File: src/inc/dor_pkg.sv
// constants, register map and types of the digital output routing block
package dor_pkg;
    localparam int          NUM_OUT        = 4;
    localparam int          NUM_ROUTE      = NUM_OUT + 1;
    localparam int          NUM_DIV        = 7;
    localparam int          CLK_HZ         = 100_000_000;
    localparam int          CLK_PERIOD_NS  = 10;
    // register byte offsets
    localparam logic [7:0]  REG_CMD        = 8'h00;
    localparam logic [7:0]  REG_UNUSED     = 8'h04;
    localparam logic [7:0]  REG_POL        = 8'h08;
    localparam logic [7:0]  REG_MAN_EN     = 8'h0C;
    localparam logic [7:0]  REG_MAN_VAL    = 8'h10;
    localparam logic [7:0]  REG_READBACK   = 8'h14;
    localparam logic [7:0]  REG_ROUTE_EN   = 8'h18;
    localparam logic [7:0]  REG_LED_EN     = 8'h1C;
    localparam logic [7:0]  REG_PWM_FREQ   = 8'h20;
    localparam logic [7:0]  REG_PWM_DUTY   = 8'h24;
    localparam logic [7:0]  REG_ROUTE_BASE = 8'h40;
    // bit positions in the command and led enable words
    localparam int          BIT_BRAKE      = 0;
    localparam int          BIT_OUT1       = 16;
    localparam int          BIT_LED_GREEN  = 0;
    localparam int          BIT_LED_RED    = 1;
    // reset and special values
    localparam logic [31:0] WORD_RESET     = 32'h0000_0000;
    localparam logic [31:0] ROUTE_EN_VAL   = 32'h0000_0001;
    localparam logic [15:0] ROUTE_OFF      = 16'h0FFF;
    // signal source codes
    localparam logic [7:0]  SRC_ONE        = 8'h00;
    localparam logic [7:0]  SRC_ZERO       = 8'h01;
    localparam logic [7:0]  SRC_ENC_FIRST  = 8'h02;
    localparam logic [7:0]  SRC_POS_FIRST  = 8'h09;
    localparam logic [7:0]  SRC_PWM        = 8'h10;
    localparam logic [7:0]  SRC_PWM_INV    = 8'h11;
    // brake pwm limits
    localparam logic [31:0] PWM_FREQ_MIN   = 32'h0000_0032;
    localparam logic [31:0] PWM_FREQ_MAX   = 32'h0000_4E20;
    localparam logic [31:0] PWM_FREQ_RESET = 32'h0000_03E8;
    localparam logic [31:0] PWM_DUTY_MIN   = 32'h0000_0002;
    localparam logic [31:0] PWM_DUTY_MAX   = 32'h0000_0064;
    // timing: least pulse width is half a period at the top rate
    localparam int          SWPWM_MAX_HZ   = 2000;
    localparam int          OUT_MAX_HZ     = 500;
    localparam int          LED_BLINK_MS   = 250;
    localparam int          SW_PULSE_NS    = 1_000_000_000 / (2 * SWPWM_MAX_HZ);
    localparam int          OUT_PULSE_NS   = 1_000_000_000 / (2 * OUT_MAX_HZ);
    localparam int          SW_PULSE_CYC   =
        (SW_PULSE_NS + CLK_PERIOD_NS - 1) / CLK_PERIOD_NS;
    localparam int          OUT_PULSE_CYC  =
        (OUT_PULSE_NS + CLK_PERIOD_NS - 1) / CLK_PERIOD_NS;
    localparam int          LED_BLINK_CYC  = LED_BLINK_MS * (CLK_HZ / 1000);

    typedef struct packed {
        logic [7:0] src;
        logic       invert;
        logic [6:0] ctlBit;
    } dor_route_t;
endpackage

File: src/hw/dor_top.sv
// digital output stage with polarity, manual forcing and output routing
//
// Local design decisions: the register addresses and the AHB-Lite register port.
`timescale 1ns/1ps

// Overview of operation
// - output n driven from command bit 15+n
// - bit 0 drives brake, 1-15 reserved
// - polarity bit set inverts the level of brake and unrouted outputs
// - manual enable selects manual value for brake and unrouted outputs
// - readback holds pattern applied to the pins
// - LED enable bits gate green and red flashing
// - routing mode only when enable equals one
// - routed signal gated by chosen command bit
// - route entry: high byte source, low byte bit
// - entry 0 software pwm, then outputs 1..n
// - entry bit 7 inverts the gating bit
// - entry value FFF disables routing there
// - source 00 constant one, 01 constant zero
// - sources 02-08 divided encoder increment pulses
// - sources 09-0F divided position increment pulses
// - source 10 brake pwm, 11 inverted pwm
// - divider one: pulse per single increment
// - software pwm 2 kHz, others 500 Hz
// - pwm frequency accepted only 50..20000 Hz
// - duty 2..100 percent, 100 always on
module dor_top
    import dor_pkg::*;
#(
    parameter int SW_PULSE  = SW_PULSE_CYC,
    parameter int OUT_PULSE = OUT_PULSE_CYC,
    parameter int LED_BLINK = LED_BLINK_CYC
)(
    input  wire logic               clock,
    input  wire logic               rst_b,
    input  wire logic               hsel,
    input  wire logic [31:0]        haddr,
    input  wire logic [1:0]         htrans,
    input  wire logic               hwrite,
    input  wire logic [2:0]         hsize,
    input  wire logic [31:0]        hwdata,
    input  wire logic               hready,
    output logic [31:0]             hrdata,
    output logic                    hreadyout,
    output logic                    hresp,
    input  wire logic [31:0]        encoderCountValue,
    input  wire logic [31:0]        actualPositionValue,
    input  wire logic               faultActive,
    output logic [NUM_OUT-1:0]      outPin,
    output logic                    brakePin,
    output logic                    swPwmPin,
    output logic                    ledGreen,
    output logic                    ledRed
);

    logic [31:0]        cmd_q;
    logic [31:0]        pol_q;
    logic [31:0]        manEn_q;
    logic [31:0]        manVal_q;
    logic [31:0]        routeEn_q;
    logic [31:0]        ledEn_q;
    logic [31:0]        pwmFreq_q;
    logic [31:0]        pwmDuty_q;
    logic [31:0]        readback_q;
    dor_route_t         route_q [NUM_ROUTE];
    logic [7:0]         addr_q;
    logic               wrPend_q;
    logic               rdPend_q;
    logic [31:0]        hrdata_q;
    logic               hreadyout_q;
    logic [31:0]        rdMux;
    logic               addrPhase;
    logic [NUM_OUT-1:0] outPin_q;
    logic               brakePin_q;
    logic               swPwmPin_q;
    logic               ledGreen_q;
    logic               ledRed_q;

    assign hrdata    = hrdata_q;
    assign hreadyout = hreadyout_q;
    assign hresp     = 1'b0;
    assign outPin    = outPin_q;
    assign brakePin  = brakePin_q;
    assign swPwmPin  = swPwmPin_q;
    assign ledGreen  = ledGreen_q;
    assign ledRed    = ledRed_q;

    assign addrPhase = hsel && htrans[1] && hready;

    // bus phases; reads take one wait state so writes land first
    always_ff @(posedge clock)
    begin
        if (!rst_b)
        begin
            addr_q      <= 8'h00;
            wrPend_q    <= 1'b0;
            rdPend_q    <= 1'b0;
            hreadyout_q <= 1'b1;
            hrdata_q    <= WORD_RESET;
        end
        else if (rdPend_q)
        begin
            rdPend_q    <= 1'b0;
            hreadyout_q <= 1'b1;
            hrdata_q    <= rdMux;
        end
        else
        begin
            wrPend_q <= addrPhase && hwrite;
            rdPend_q <= addrPhase && !hwrite;
            if (addrPhase)
            begin
                addr_q <= haddr[7:0];
            end
            if (addrPhase && !hwrite)
            begin
                hreadyout_q <= 1'b0;
            end
        end
    end

    // route entry index from the address, valid flag alongside
    function automatic logic routeHit(input logic [7:0] a);
        routeHit = a >= REG_ROUTE_BASE && a[1:0] == 2'b00 &&
                   32'(a - REG_ROUTE_BASE) < 32'(4 * NUM_ROUTE);
    endfunction

    function automatic int routeIdx(input logic [7:0] a);
        routeIdx = int'((a - REG_ROUTE_BASE) >> 2);
    endfunction

    always_comb
    begin
        rdMux = WORD_RESET;
        unique case (addr_q)
            REG_CMD:      rdMux = cmd_q;
            REG_POL:      rdMux = pol_q;
            REG_MAN_EN:   rdMux = manEn_q;
            REG_MAN_VAL:  rdMux = manVal_q;
            REG_READBACK: rdMux = readback_q;
            REG_ROUTE_EN: rdMux = routeEn_q;
            REG_LED_EN:   rdMux = ledEn_q;
            REG_PWM_FREQ: rdMux = pwmFreq_q;
            REG_PWM_DUTY: rdMux = pwmDuty_q;
            default:
            begin
                if (routeHit(addr_q))
                begin
                    rdMux = {16'h0000, route_q[routeIdx(addr_q)]};
                end
            end
        endcase
    end

    // reset clears polarity, manual and routing enable settings
    always_ff @(posedge clock)
    begin
        if (!rst_b)
        begin
            cmd_q     <= WORD_RESET;
            pol_q     <= WORD_RESET;
            manEn_q   <= WORD_RESET;
            manVal_q  <= WORD_RESET;
            routeEn_q <= WORD_RESET;
            ledEn_q   <= WORD_RESET;
        end
        else if (wrPend_q)
        begin
            unique case (addr_q)
                REG_CMD:      cmd_q     <= hwdata;
                REG_POL:      pol_q     <= hwdata;
                REG_MAN_EN:   manEn_q   <= hwdata;
                REG_MAN_VAL:  manVal_q  <= hwdata;
                REG_ROUTE_EN: routeEn_q <= hwdata;
                REG_LED_EN:   ledEn_q   <= hwdata;
                default:      ;
            endcase
        end
    end

    always_ff @(posedge clock)
    begin
        if (!rst_b)
        begin
            pwmFreq_q <= PWM_FREQ_RESET;
            pwmDuty_q <= PWM_DUTY_MAX;
        end
        else if (wrPend_q)
        begin
            if (addr_q == REG_PWM_FREQ && hwdata >= PWM_FREQ_MIN &&
                hwdata <= PWM_FREQ_MAX)
            begin
                pwmFreq_q <= hwdata;
            end
            if (addr_q == REG_PWM_DUTY && hwdata >= PWM_DUTY_MIN &&
                hwdata <= PWM_DUTY_MAX)
            begin
                pwmDuty_q <= hwdata;
            end
        end
    end

    always_ff @(posedge clock)
    begin
        if (!rst_b)
        begin
            for (int j = 0; j < NUM_ROUTE; j++)
            begin
                route_q[j] <= ROUTE_OFF;
            end
        end
        else if (wrPend_q && routeHit(addr_q))
        begin
            route_q[routeIdx(addr_q)] <= hwdata[15:0];
        end
    end

    // brake pwm by phase accumulator
    logic [26:0] phase_q;
    logic [27:0] phaseSum;
    logic        pwmLevel;
    assign phaseSum = 28'(phase_q) + 28'(pwmFreq_q);

    always_ff @(posedge clock)
    begin
        if (!rst_b)
        begin
            phase_q <= 27'h000_0000;
        end
        else if (phaseSum >= 28'(CLK_HZ))
        begin
            phase_q <= 27'(phaseSum - 28'(CLK_HZ));
        end
        else
        begin
            phase_q <= phaseSum[26:0];
        end
    end

    // full duty keeps the level high
    assign pwmLevel = 40'(phase_q) * 40'd100 <
                      40'(CLK_HZ) * 40'(pwmDuty_q[6:0]);

    // single-step changes give one event each
    logic [31:0]        encPrev_q;
    logic [31:0]        posPrev_q;
    logic [31:0]        encDiff;
    logic [31:0]        posDiff;
    logic               encEvt;
    logic               posEvt;
    logic [5:0]         encCnt_q;
    logic [5:0]         posCnt_q;
    logic [5:0]         encCntNext;
    logic [5:0]         posCntNext;
    logic [NUM_DIV-1:0] encDiv;
    logic [NUM_DIV-1:0] posDiv;

    assign encDiff    = encoderCountValue - encPrev_q;
    assign posDiff    = actualPositionValue - posPrev_q;
    assign encEvt     = encDiff == 32'h0000_0001 || encDiff == 32'hFFFF_FFFF;
    assign posEvt     = posDiff == 32'h0000_0001 || posDiff == 32'hFFFF_FFFF;
    assign encCntNext = encCnt_q + 6'h01;
    assign posCntNext = posCnt_q + 6'h01;

    always_ff @(posedge clock)
    begin
        if (!rst_b)
        begin
            encPrev_q <= WORD_RESET;
            posPrev_q <= WORD_RESET;
            encCnt_q  <= 6'h00;
            posCnt_q  <= 6'h00;
        end
        else
        begin
            encPrev_q <= encoderCountValue;
            posPrev_q <= actualPositionValue;
            if (encEvt)
            begin
                encCnt_q <= encCntNext;
            end
            if (posEvt)
            begin
                posCnt_q <= posCntNext;
            end
        end
    end

    // divide by 2^k per encoder and position source
    generate
        for (genvar k = 0; k < NUM_DIV; k++)
        begin : g_div
            localparam logic [5:0] MASK = 6'((1 << k) - 1);
            assign encDiv[k] = encEvt && (encCntNext & MASK) == 6'h00;
            assign posDiv[k] = posEvt && (posCntNext & MASK) == 6'h00;
        end
    endgenerate

    // routing channels: 0 is software pwm, j is output j
    logic [NUM_ROUTE-1:0] routeActive;
    logic [NUM_ROUTE-1:0] routeLevel;
    logic                 routeMode;
    // routing only for the exact value one
    assign routeMode = routeEn_q == ROUTE_EN_VAL;

    generate
        for (genvar j = 0; j < NUM_ROUTE; j++)
        begin : g_route
            localparam int WIDTH = (j == 0) ? SW_PULSE : OUT_PULSE;
            logic [31:0] stretch_q;
            logic        gate;
            logic        srcEvt;
            logic        srcLevel;
            dor_route_t  ent;
            assign ent = route_q[j];
            // channel 0 serves the software pwm pin
            // the disable value takes the channel out
            assign routeActive[j] = routeMode && ent != ROUTE_OFF;
            // invert gating bit when bit 7 set
            assign gate = (ent.ctlBit[6:5] == 2'b00 &&
                           cmd_q[ent.ctlBit[4:0]]) ^ ent.invert;
            always_comb
            begin
                srcEvt   = 1'b0;
                srcLevel = 1'b0;
                if (ent.src >= SRC_ENC_FIRST && ent.src < SRC_POS_FIRST)
                begin
                    srcEvt = encDiv[3'(ent.src - SRC_ENC_FIRST)];
                end
                if (ent.src >= SRC_POS_FIRST && ent.src < SRC_PWM)
                begin
                    srcEvt = posDiv[3'(ent.src - SRC_POS_FIRST)];
                end
                unique case (ent.src)
                    SRC_ONE:     srcLevel = 1'b1;
                    SRC_ZERO:    srcLevel = 1'b0;
                    SRC_PWM:     srcLevel = pwmLevel;
                    SRC_PWM_INV: srcLevel = !pwmLevel;
                    default:     srcLevel = stretch_q != 32'h0000_0000;
                endcase
            end
            // pulses held half a period of the top rate
            always_ff @(posedge clock)
            begin
                if (!rst_b)
                begin
                    stretch_q <= 32'h0000_0000;
                end
                else if (srcEvt)
                begin
                    stretch_q <= 32'(WIDTH);
                end
                else if (stretch_q != 32'h0000_0000)
                begin
                    stretch_q <= stretch_q - 32'h0000_0001;
                end
            end
            // source passes only while gate is on
            assign routeLevel[j] = gate && srcLevel;
        end
    endgenerate

    // pin levels and readback
    logic [NUM_OUT-1:0] outNext;
    logic               brakeNext;
    logic [31:0]        readbackNext;

    assign brakeNext = (manEn_q[BIT_BRAKE] ? manVal_q[BIT_BRAKE]
                                           : cmd_q[BIT_BRAKE])
                       ^ pol_q[BIT_BRAKE];

    generate
        for (genvar i = 0; i < NUM_OUT; i++)
        begin : g_out
            localparam int B = BIT_OUT1 + i;
            assign outNext[i] = routeActive[i+1] ? routeLevel[i+1] :
                                (manEn_q[B] ? manVal_q[B] : cmd_q[B])
                                ^ pol_q[B];
        end
    endgenerate

    always_comb
    begin
        readbackNext = WORD_RESET;
        readbackNext[BIT_BRAKE] = brakeNext;
        readbackNext[BIT_OUT1 +: NUM_OUT] = outNext;
    end

    always_ff @(posedge clock)
    begin
        if (!rst_b)
        begin
            outPin_q   <= '0;
            brakePin_q <= 1'b0;
            swPwmPin_q <= 1'b0;
            readback_q <= WORD_RESET;
        end
        else
        begin
            outPin_q   <= outNext;
            brakePin_q <= brakeNext;
            swPwmPin_q <= routeActive[0] && routeLevel[0];
            readback_q <= readbackNext;
        end
    end

    // led blink timebase
    logic [31:0] blinkCnt_q;
    logic        blink_q;
    always_ff @(posedge clock)
    begin
        if (!rst_b)
        begin
            blinkCnt_q <= 32'h0000_0000;
            blink_q    <= 1'b0;
            ledGreen_q <= 1'b0;
            ledRed_q   <= 1'b0;
        end
        else
        begin
            if (blinkCnt_q >= 32'(LED_BLINK - 1))
            begin
                blinkCnt_q <= 32'h0000_0000;
                blink_q    <= !blink_q;
            end
            else
            begin
                blinkCnt_q <= blinkCnt_q + 32'h0000_0001;
            end
            ledGreen_q <= ledEn_q[BIT_LED_GREEN] && !faultActive && blink_q;
            ledRed_q   <= ledEn_q[BIT_LED_RED] && faultActive && blink_q;
        end
    end

    // checks
    a_brake_cmd: assert property (@(posedge clock) disable iff (!rst_b)
        !manEn_q[BIT_BRAKE] && !pol_q[BIT_BRAKE] |=>
        brakePin_q == $past(cmd_q[BIT_BRAKE]))
        else $error("brake pin does not follow command bit");
    a_out_bit16: assert property (@(posedge clock) disable iff (!rst_b)
        !routeMode && !manEn_q[BIT_OUT1] && !pol_q[BIT_OUT1] |=>
        outPin_q[0] == $past(cmd_q[BIT_OUT1]))
        else $error("output 1 does not follow bit 16");
    a_pol_invert: assert property (@(posedge clock) disable iff (!rst_b)
        !routeMode && pol_q[BIT_OUT1] && !manEn_q[BIT_OUT1] |=>
        outPin_q[0] != $past(cmd_q[BIT_OUT1]))
        else $error("polarity bit does not invert output");
    a_manual_brake: assert property (@(posedge clock) disable iff (!rst_b)
        manEn_q[BIT_BRAKE] |=>
        brakePin_q == ($past(manVal_q[BIT_BRAKE]) ^ $past(pol_q[BIT_BRAKE])))
        else $error("manual value not applied to brake");
    a_readback_pins: assert property (@(posedge clock) disable iff (!rst_b)
        readback_q[BIT_OUT1 +: NUM_OUT] == outPin_q &&
        readback_q[BIT_BRAKE] == brakePin_q)
        else $error("readback differs from pins");
    a_unused_zero: assert property (@(posedge clock) disable iff (!rst_b)
        addrPhase && !hwrite && haddr[7:0] == REG_UNUSED && !rdPend_q |=>
        !hreadyout_q ##1 hreadyout_q && hrdata_q == WORD_RESET)
        else $error("unused entry read not zero after one wait");
    a_led_gate: assert property (@(posedge clock) disable iff (!rst_b)
        !ledEn_q[BIT_LED_GREEN] && !ledEn_q[BIT_LED_RED] |=>
        !ledGreen_q && !ledRed_q)
        else $error("led lit while disabled");
    a_const_one: assert property (@(posedge clock) disable iff (!rst_b)
        routeActive[1] && route_q[1].src == SRC_ONE && g_route[1].gate |=>
        outPin_q[0])
        else $error("constant one source not driven");
    a_full_duty: assert property (@(posedge clock) disable iff (!rst_b)
        pwmDuty_q == PWM_DUTY_MAX |-> pwmLevel)
        else $error("full duty pwm not permanently on");
    a_freq_range: assert property (@(posedge clock) disable iff (!rst_b)
        pwmFreq_q >= PWM_FREQ_MIN && pwmFreq_q <= PWM_FREQ_MAX)
        else $error("pwm frequency outside limits");

    c_route_on: cover property (@(posedge clock) disable iff (!rst_b)
        routeActive[1] ##1 outPin_q[0]);
    c_enc_pulse: cover property (@(posedge clock) disable iff (!rst_b)
        encDiv[2] && routeActive[1]);
    c_manual: cover property (@(posedge clock) disable iff (!rst_b)
        manEn_q[BIT_OUT1] && !cmd_q[BIT_OUT1] ##1 outPin_q[0]);
    c_read: cover property (@(posedge clock) disable iff (!rst_b)
        rdPend_q ##1 hreadyout_q);

endmodule // dor_top

File: config.mk
export PLATFORM = sky130hd
export DESIGN_NAME = dor_top
export DESIGN_NICKNAME = d
export VERILOG_FILES = /design/src/inc/dor_pkg.sv /design/src/hw/dor_top.sv
export SDC_FILE = /design/constraint.sdc
export NUM_CORES = 2
export LEC_CHECK = 0
export BUFFER_PORTS_ARGS = -buffer_cell sky130_fd_sc_hd__buf_2
export CAP_MARGIN = 20
export CORE_AREA = 2 2 317 287
export DETAILED_ROUTE_END_ITERATION = 16
export DIE_AREA = 0 0 319 289
export GPL_TIMING_DRIVEN = 0
export PLACE_DENSITY = 0.73
export SYNTH_ARGS = -nofsm -noshare
export SYNTH_HDL_FRONTEND = slang
export SYNTH_SLANG_ARGS = --single-unit
export TNS_END_PERCENT = 20
File: constraint.sdc
create_clock -name clock -period 9.41 [get_ports clock]
set_input_delay 0.4705 -clock clock [delete_from_list [all_inputs] [get_ports clock]]
set_output_delay 0.4705 -clock clock [all_outputs]
set_load 0.1 [all_outputs]
==> impl_metrics.yaml <==
pwr:
  p_seq_frac: 0.380
  swShare: 0.328
  clkPwrFrac: 0.332
  power_uw: 9950
  ir_drop_mv: 0.149
  cell_internal_pwr_uw: 6690
  power_density_mw_per_mm2: 201
  combPwrFrac: 0.288
  p_switching_uw: 3260
  p_leak_uw: 0.0195
routing:
  dr.pass1.iters: 12
  vias: 39200
  drt_wl_total_mm: 133
  wl_per_cell_um: 20.1
  antenna_left: 0
  vias_per_cell: 5.90
  drcViolationCount: 0
  drt_iter0_drc: 4424
worst_setup_path:
  crit_path_start_kind: "flip-flop"
  ff2ff_path_depth: 26
  r2r_start: "pwmDuty_q[5]$_SDFFE_PN1P_"
  r2r_end: "readback_q[19]$_SDFF_PN0_"
  path_class: "flip-flop to flip-flop"
  crit_slowest_cell: "a2111oi_0"
  path_buf_inv: 2
  cp_data_required_time_ns: 9.81
  cp_top_family: "compound AO/OA/AOI/OAI gates"
  cp_common_cell: "a21o_1"
  arrival_ns: 8.68
  reg2reg_slack_ns: 1.12
  end_kind: "flip-flop"
  max_stage_delay_ns: 0.71
  worst-path-max-fanout: 9
global_route:
  grt_max_degree: 17
  grt_pass1_vias: 36700
  grt_antenna_before_repair: 18
  grt_overflow: 0
  track_usage: 0.284
  grt_pass1_wl_mm: 206
timing:
  worst_slack_ns: 1.12
  tightestPinTransition_ns: 1.27
  rsz0062_at_grt: "false"
  max_slew_margin: 0.155
  finalSetupViolations: 0
  finClkSkew_ns: 0.0337
  hold_viol_final: 0
  drv_slew: 0
  timing.final.crit_share: 0.881
  period_minus_slack_ns: 8.29
  fmax_mhz: 121
clock_network:
  clockBufferDepth: 3
  clk_latency_ns: 0.66
  postCtsSetupBuffers: 0
  cts.sinks: 731
  numCtsBuffers: 79
  clk_pin_slew_ns: 0.06
  hold_buffers: 0
  cts-root-buf: "clkbuf_16"
  ctsResizeCount: 0
  tritoncts: "yes"
  h-tree-depth: 3
logic_synthesis:
  synth_warnings: 0
  syn_avg_cell_area_um2: 8.65
  synth_top_area_cell: "dfxtp_1"
  async_flop_share: 0
  syn_inst: 5104
  ys_seq_area_frac: 0.361
  synthFlopType: "dfxtp_1"
  ys_seq_elements: 731
  synth_edf_count: 128
  yosys-top-cells-area: "dfxtp_1, edfxtp_1, ha_1, nand2_1, a21oi_1"
  synth.most_common_cell: "nand2_1"
  synth_top_area_frac: 0.273
  ys_types: 100
  syn_area_mm2: 0.0441
  synthTopCellsByCount: "nand2_1, dfxtp_1, nor2_1, a21oi_1, inv_1"
floorplan:
  ioPinCount: 181
  core_mm2: 0.0890
  die_h_um: 289
  num_rows: 104
  die_area_mm2: 0.0922
  initial_core_util: 0.496
  die_x_um: 319
cells_and_area:
  drive_above_1_share: 0.0852
  regMostFlops: "g_route.stretch_q"
  area_growth_pct: 12.2
  top_regs: "g_route.stretch_q x160, route_q x128"
  final_util: 0.556
  largest_reg_flops: 160
  nets: 5885
  n_fill_cell: 8063
run_status:
  status: "complete, no violations"
worst_hold_path:
  hold_start: "hwdata[15]"
  holdPathStages: 1
  min_to: "route_q[6][15]$_DFFE_PP_"
  min_path_type: "input pin to flip-flop"
placement:
  pre_cts_slack_ns: 1.40
  hpwl_mm: 101
  io_buffers: 151
  gp_congestion: 0.990
flow_run:
  drv_cap: 0
==> worst reg2reg max path, cell delays in order, from the launching register on <==
cell	delay, ns
dfxtp_1	0.66
fa_1	0.58
fa_1	0.57
inv_1	0.08
fa_1	0.53
inv_1	0.05
fa_1	0.45
ha_1	0.36
nand2_1	0.07
o21ai_0	0.35
a41oi_1	0.25
a21oi_1	0.29
a21oi_1	0.12
xor2_1	0.16
ha_1	0.29
a21o_1	0.18
a21o_1	0.16
a21o_1	0.17
a21o_1	0.17
a21o_1	0.17
a21o_1	0.21
a21oi_1	0.42
o2bb2ai_1	0.18
o2bb2ai_1	0.36
mux2i_1	0.21
a2111oi_0	0.71
nor3_1	0.30
==> area by class of cell <==
type                    instances  area, um2  area share
diodes                         11       27.5    0.000556
plain buffers                 253        981      0.0198
clock buffers                 110       2290      0.0462
clock inverters                34        448     0.00905
inverters                     332       1250      0.0252
multi-input cells            3843      26200       0.530
flip-flops and latches        731      15900       0.321
well taps                    1166       1460      0.0295
repair buffers                164        921      0.0186
==> metrics by stage <==
step | hold WS, ns | instances | TNS [ns] | cell area, um2
4_1_cts | 0.0239 | 6628 | 0 | 49400
6_report | 0.0411 | 6644 | 0 | 49500
2_1_floorplan | 0.430 | 5159 | 0 | 44400
5_1_grt | 0.0423 | 6633 | 0 | 49500
3_5_place_dp | 0.433 | 6484 | 0 | 46700
3_3_place_gp | 0.433 | 6476 | -0.237 | 46600
==> power groups by stage <==
stage / sequential, uW / clock, uW / combinational, uW
final: 3780 / 3300 / 2870
after global routing: 3820 / 3460 / 3240
after CTS: 3770 / 3330 / 2860
after detailed placement: 3830 / 0 / 2830
after global placement: 3820 / 0 / 2750
after floorplan: 3780 / 0 / 2250
==> per-layer routing <==
| metal | routed length [um] | global-route usage | part of all wire |
|---|---|---|---|
| met1 | 55600 | 0.378 | 0.42 |
| met4 | 6660 | 0.136 | 0.050 |
| met2 | 57300 | 0.434 | 0.43 |
| met3 | 13800 | 0.0688 | 0.10 |
| met5 | 106 | 0 | 0.00079 |
==> cells by family after synthesis <==
| kind of cell | synth area share |
|---|---|
| compound gates | 0.148 |
| xor+xnor | 0.0571 |
| fa+ha+maj | 0.106 |
| buf+inv | 0.0504 |
| flops | 0.361 |
| mux | 0.0667 |
| other cells | 0.0000850 |
| simple gates | 0.211 |
==> worst max path at each step <==
stage,from,to,slack (ns),cells after the start
floorplan,pwmDuty_q[5]$_SDFFE_PN1P_,readback_q[17]$_SDFF_PN0_,2.58,27
global placement,pwmDuty_q[5]$_SDFFE_PN1P_,readback_q[17]$_SDFF_PN0_,-0.17,27
detailed placement,pwmDuty_q[5]$_SDFFE_PN1P_,swPwmPin$_SDFF_PN0_,1.40,28
CTS,pwmDuty_q[5]$_SDFFE_PN1P_,readback_q[19]$_SDFF_PN0_,1.19,26
global route,pwmDuty_q[5]$_SDFFE_PN1P_,readback_q[19]$_SDFF_PN0_,0.66,26
finish,pwmDuty_q[5]$_SDFFE_PN1P_,readback_q[19]$_SDFF_PN0_,1.12,26
==> layout by cell type, fill, tap and decap left out, types with 82 or more instances in the layout <==
master and count:
ha_1 288, mux4_2 82, dfxtp_1 603, buf_2 165
xor2_1 113, nand2b_1 93, edfxtp_1 128, o21ai_0 192
nor2_1 422, mux2i_1 102, a21oi_1 375, nand2_1 707
clkbuf_16 83, nor3_1 120, nand3_1 88, clkbuf_1 233
and2_1 99, inv_1 330, xnor2_1 175
Power figures use the tool's default switching activity.
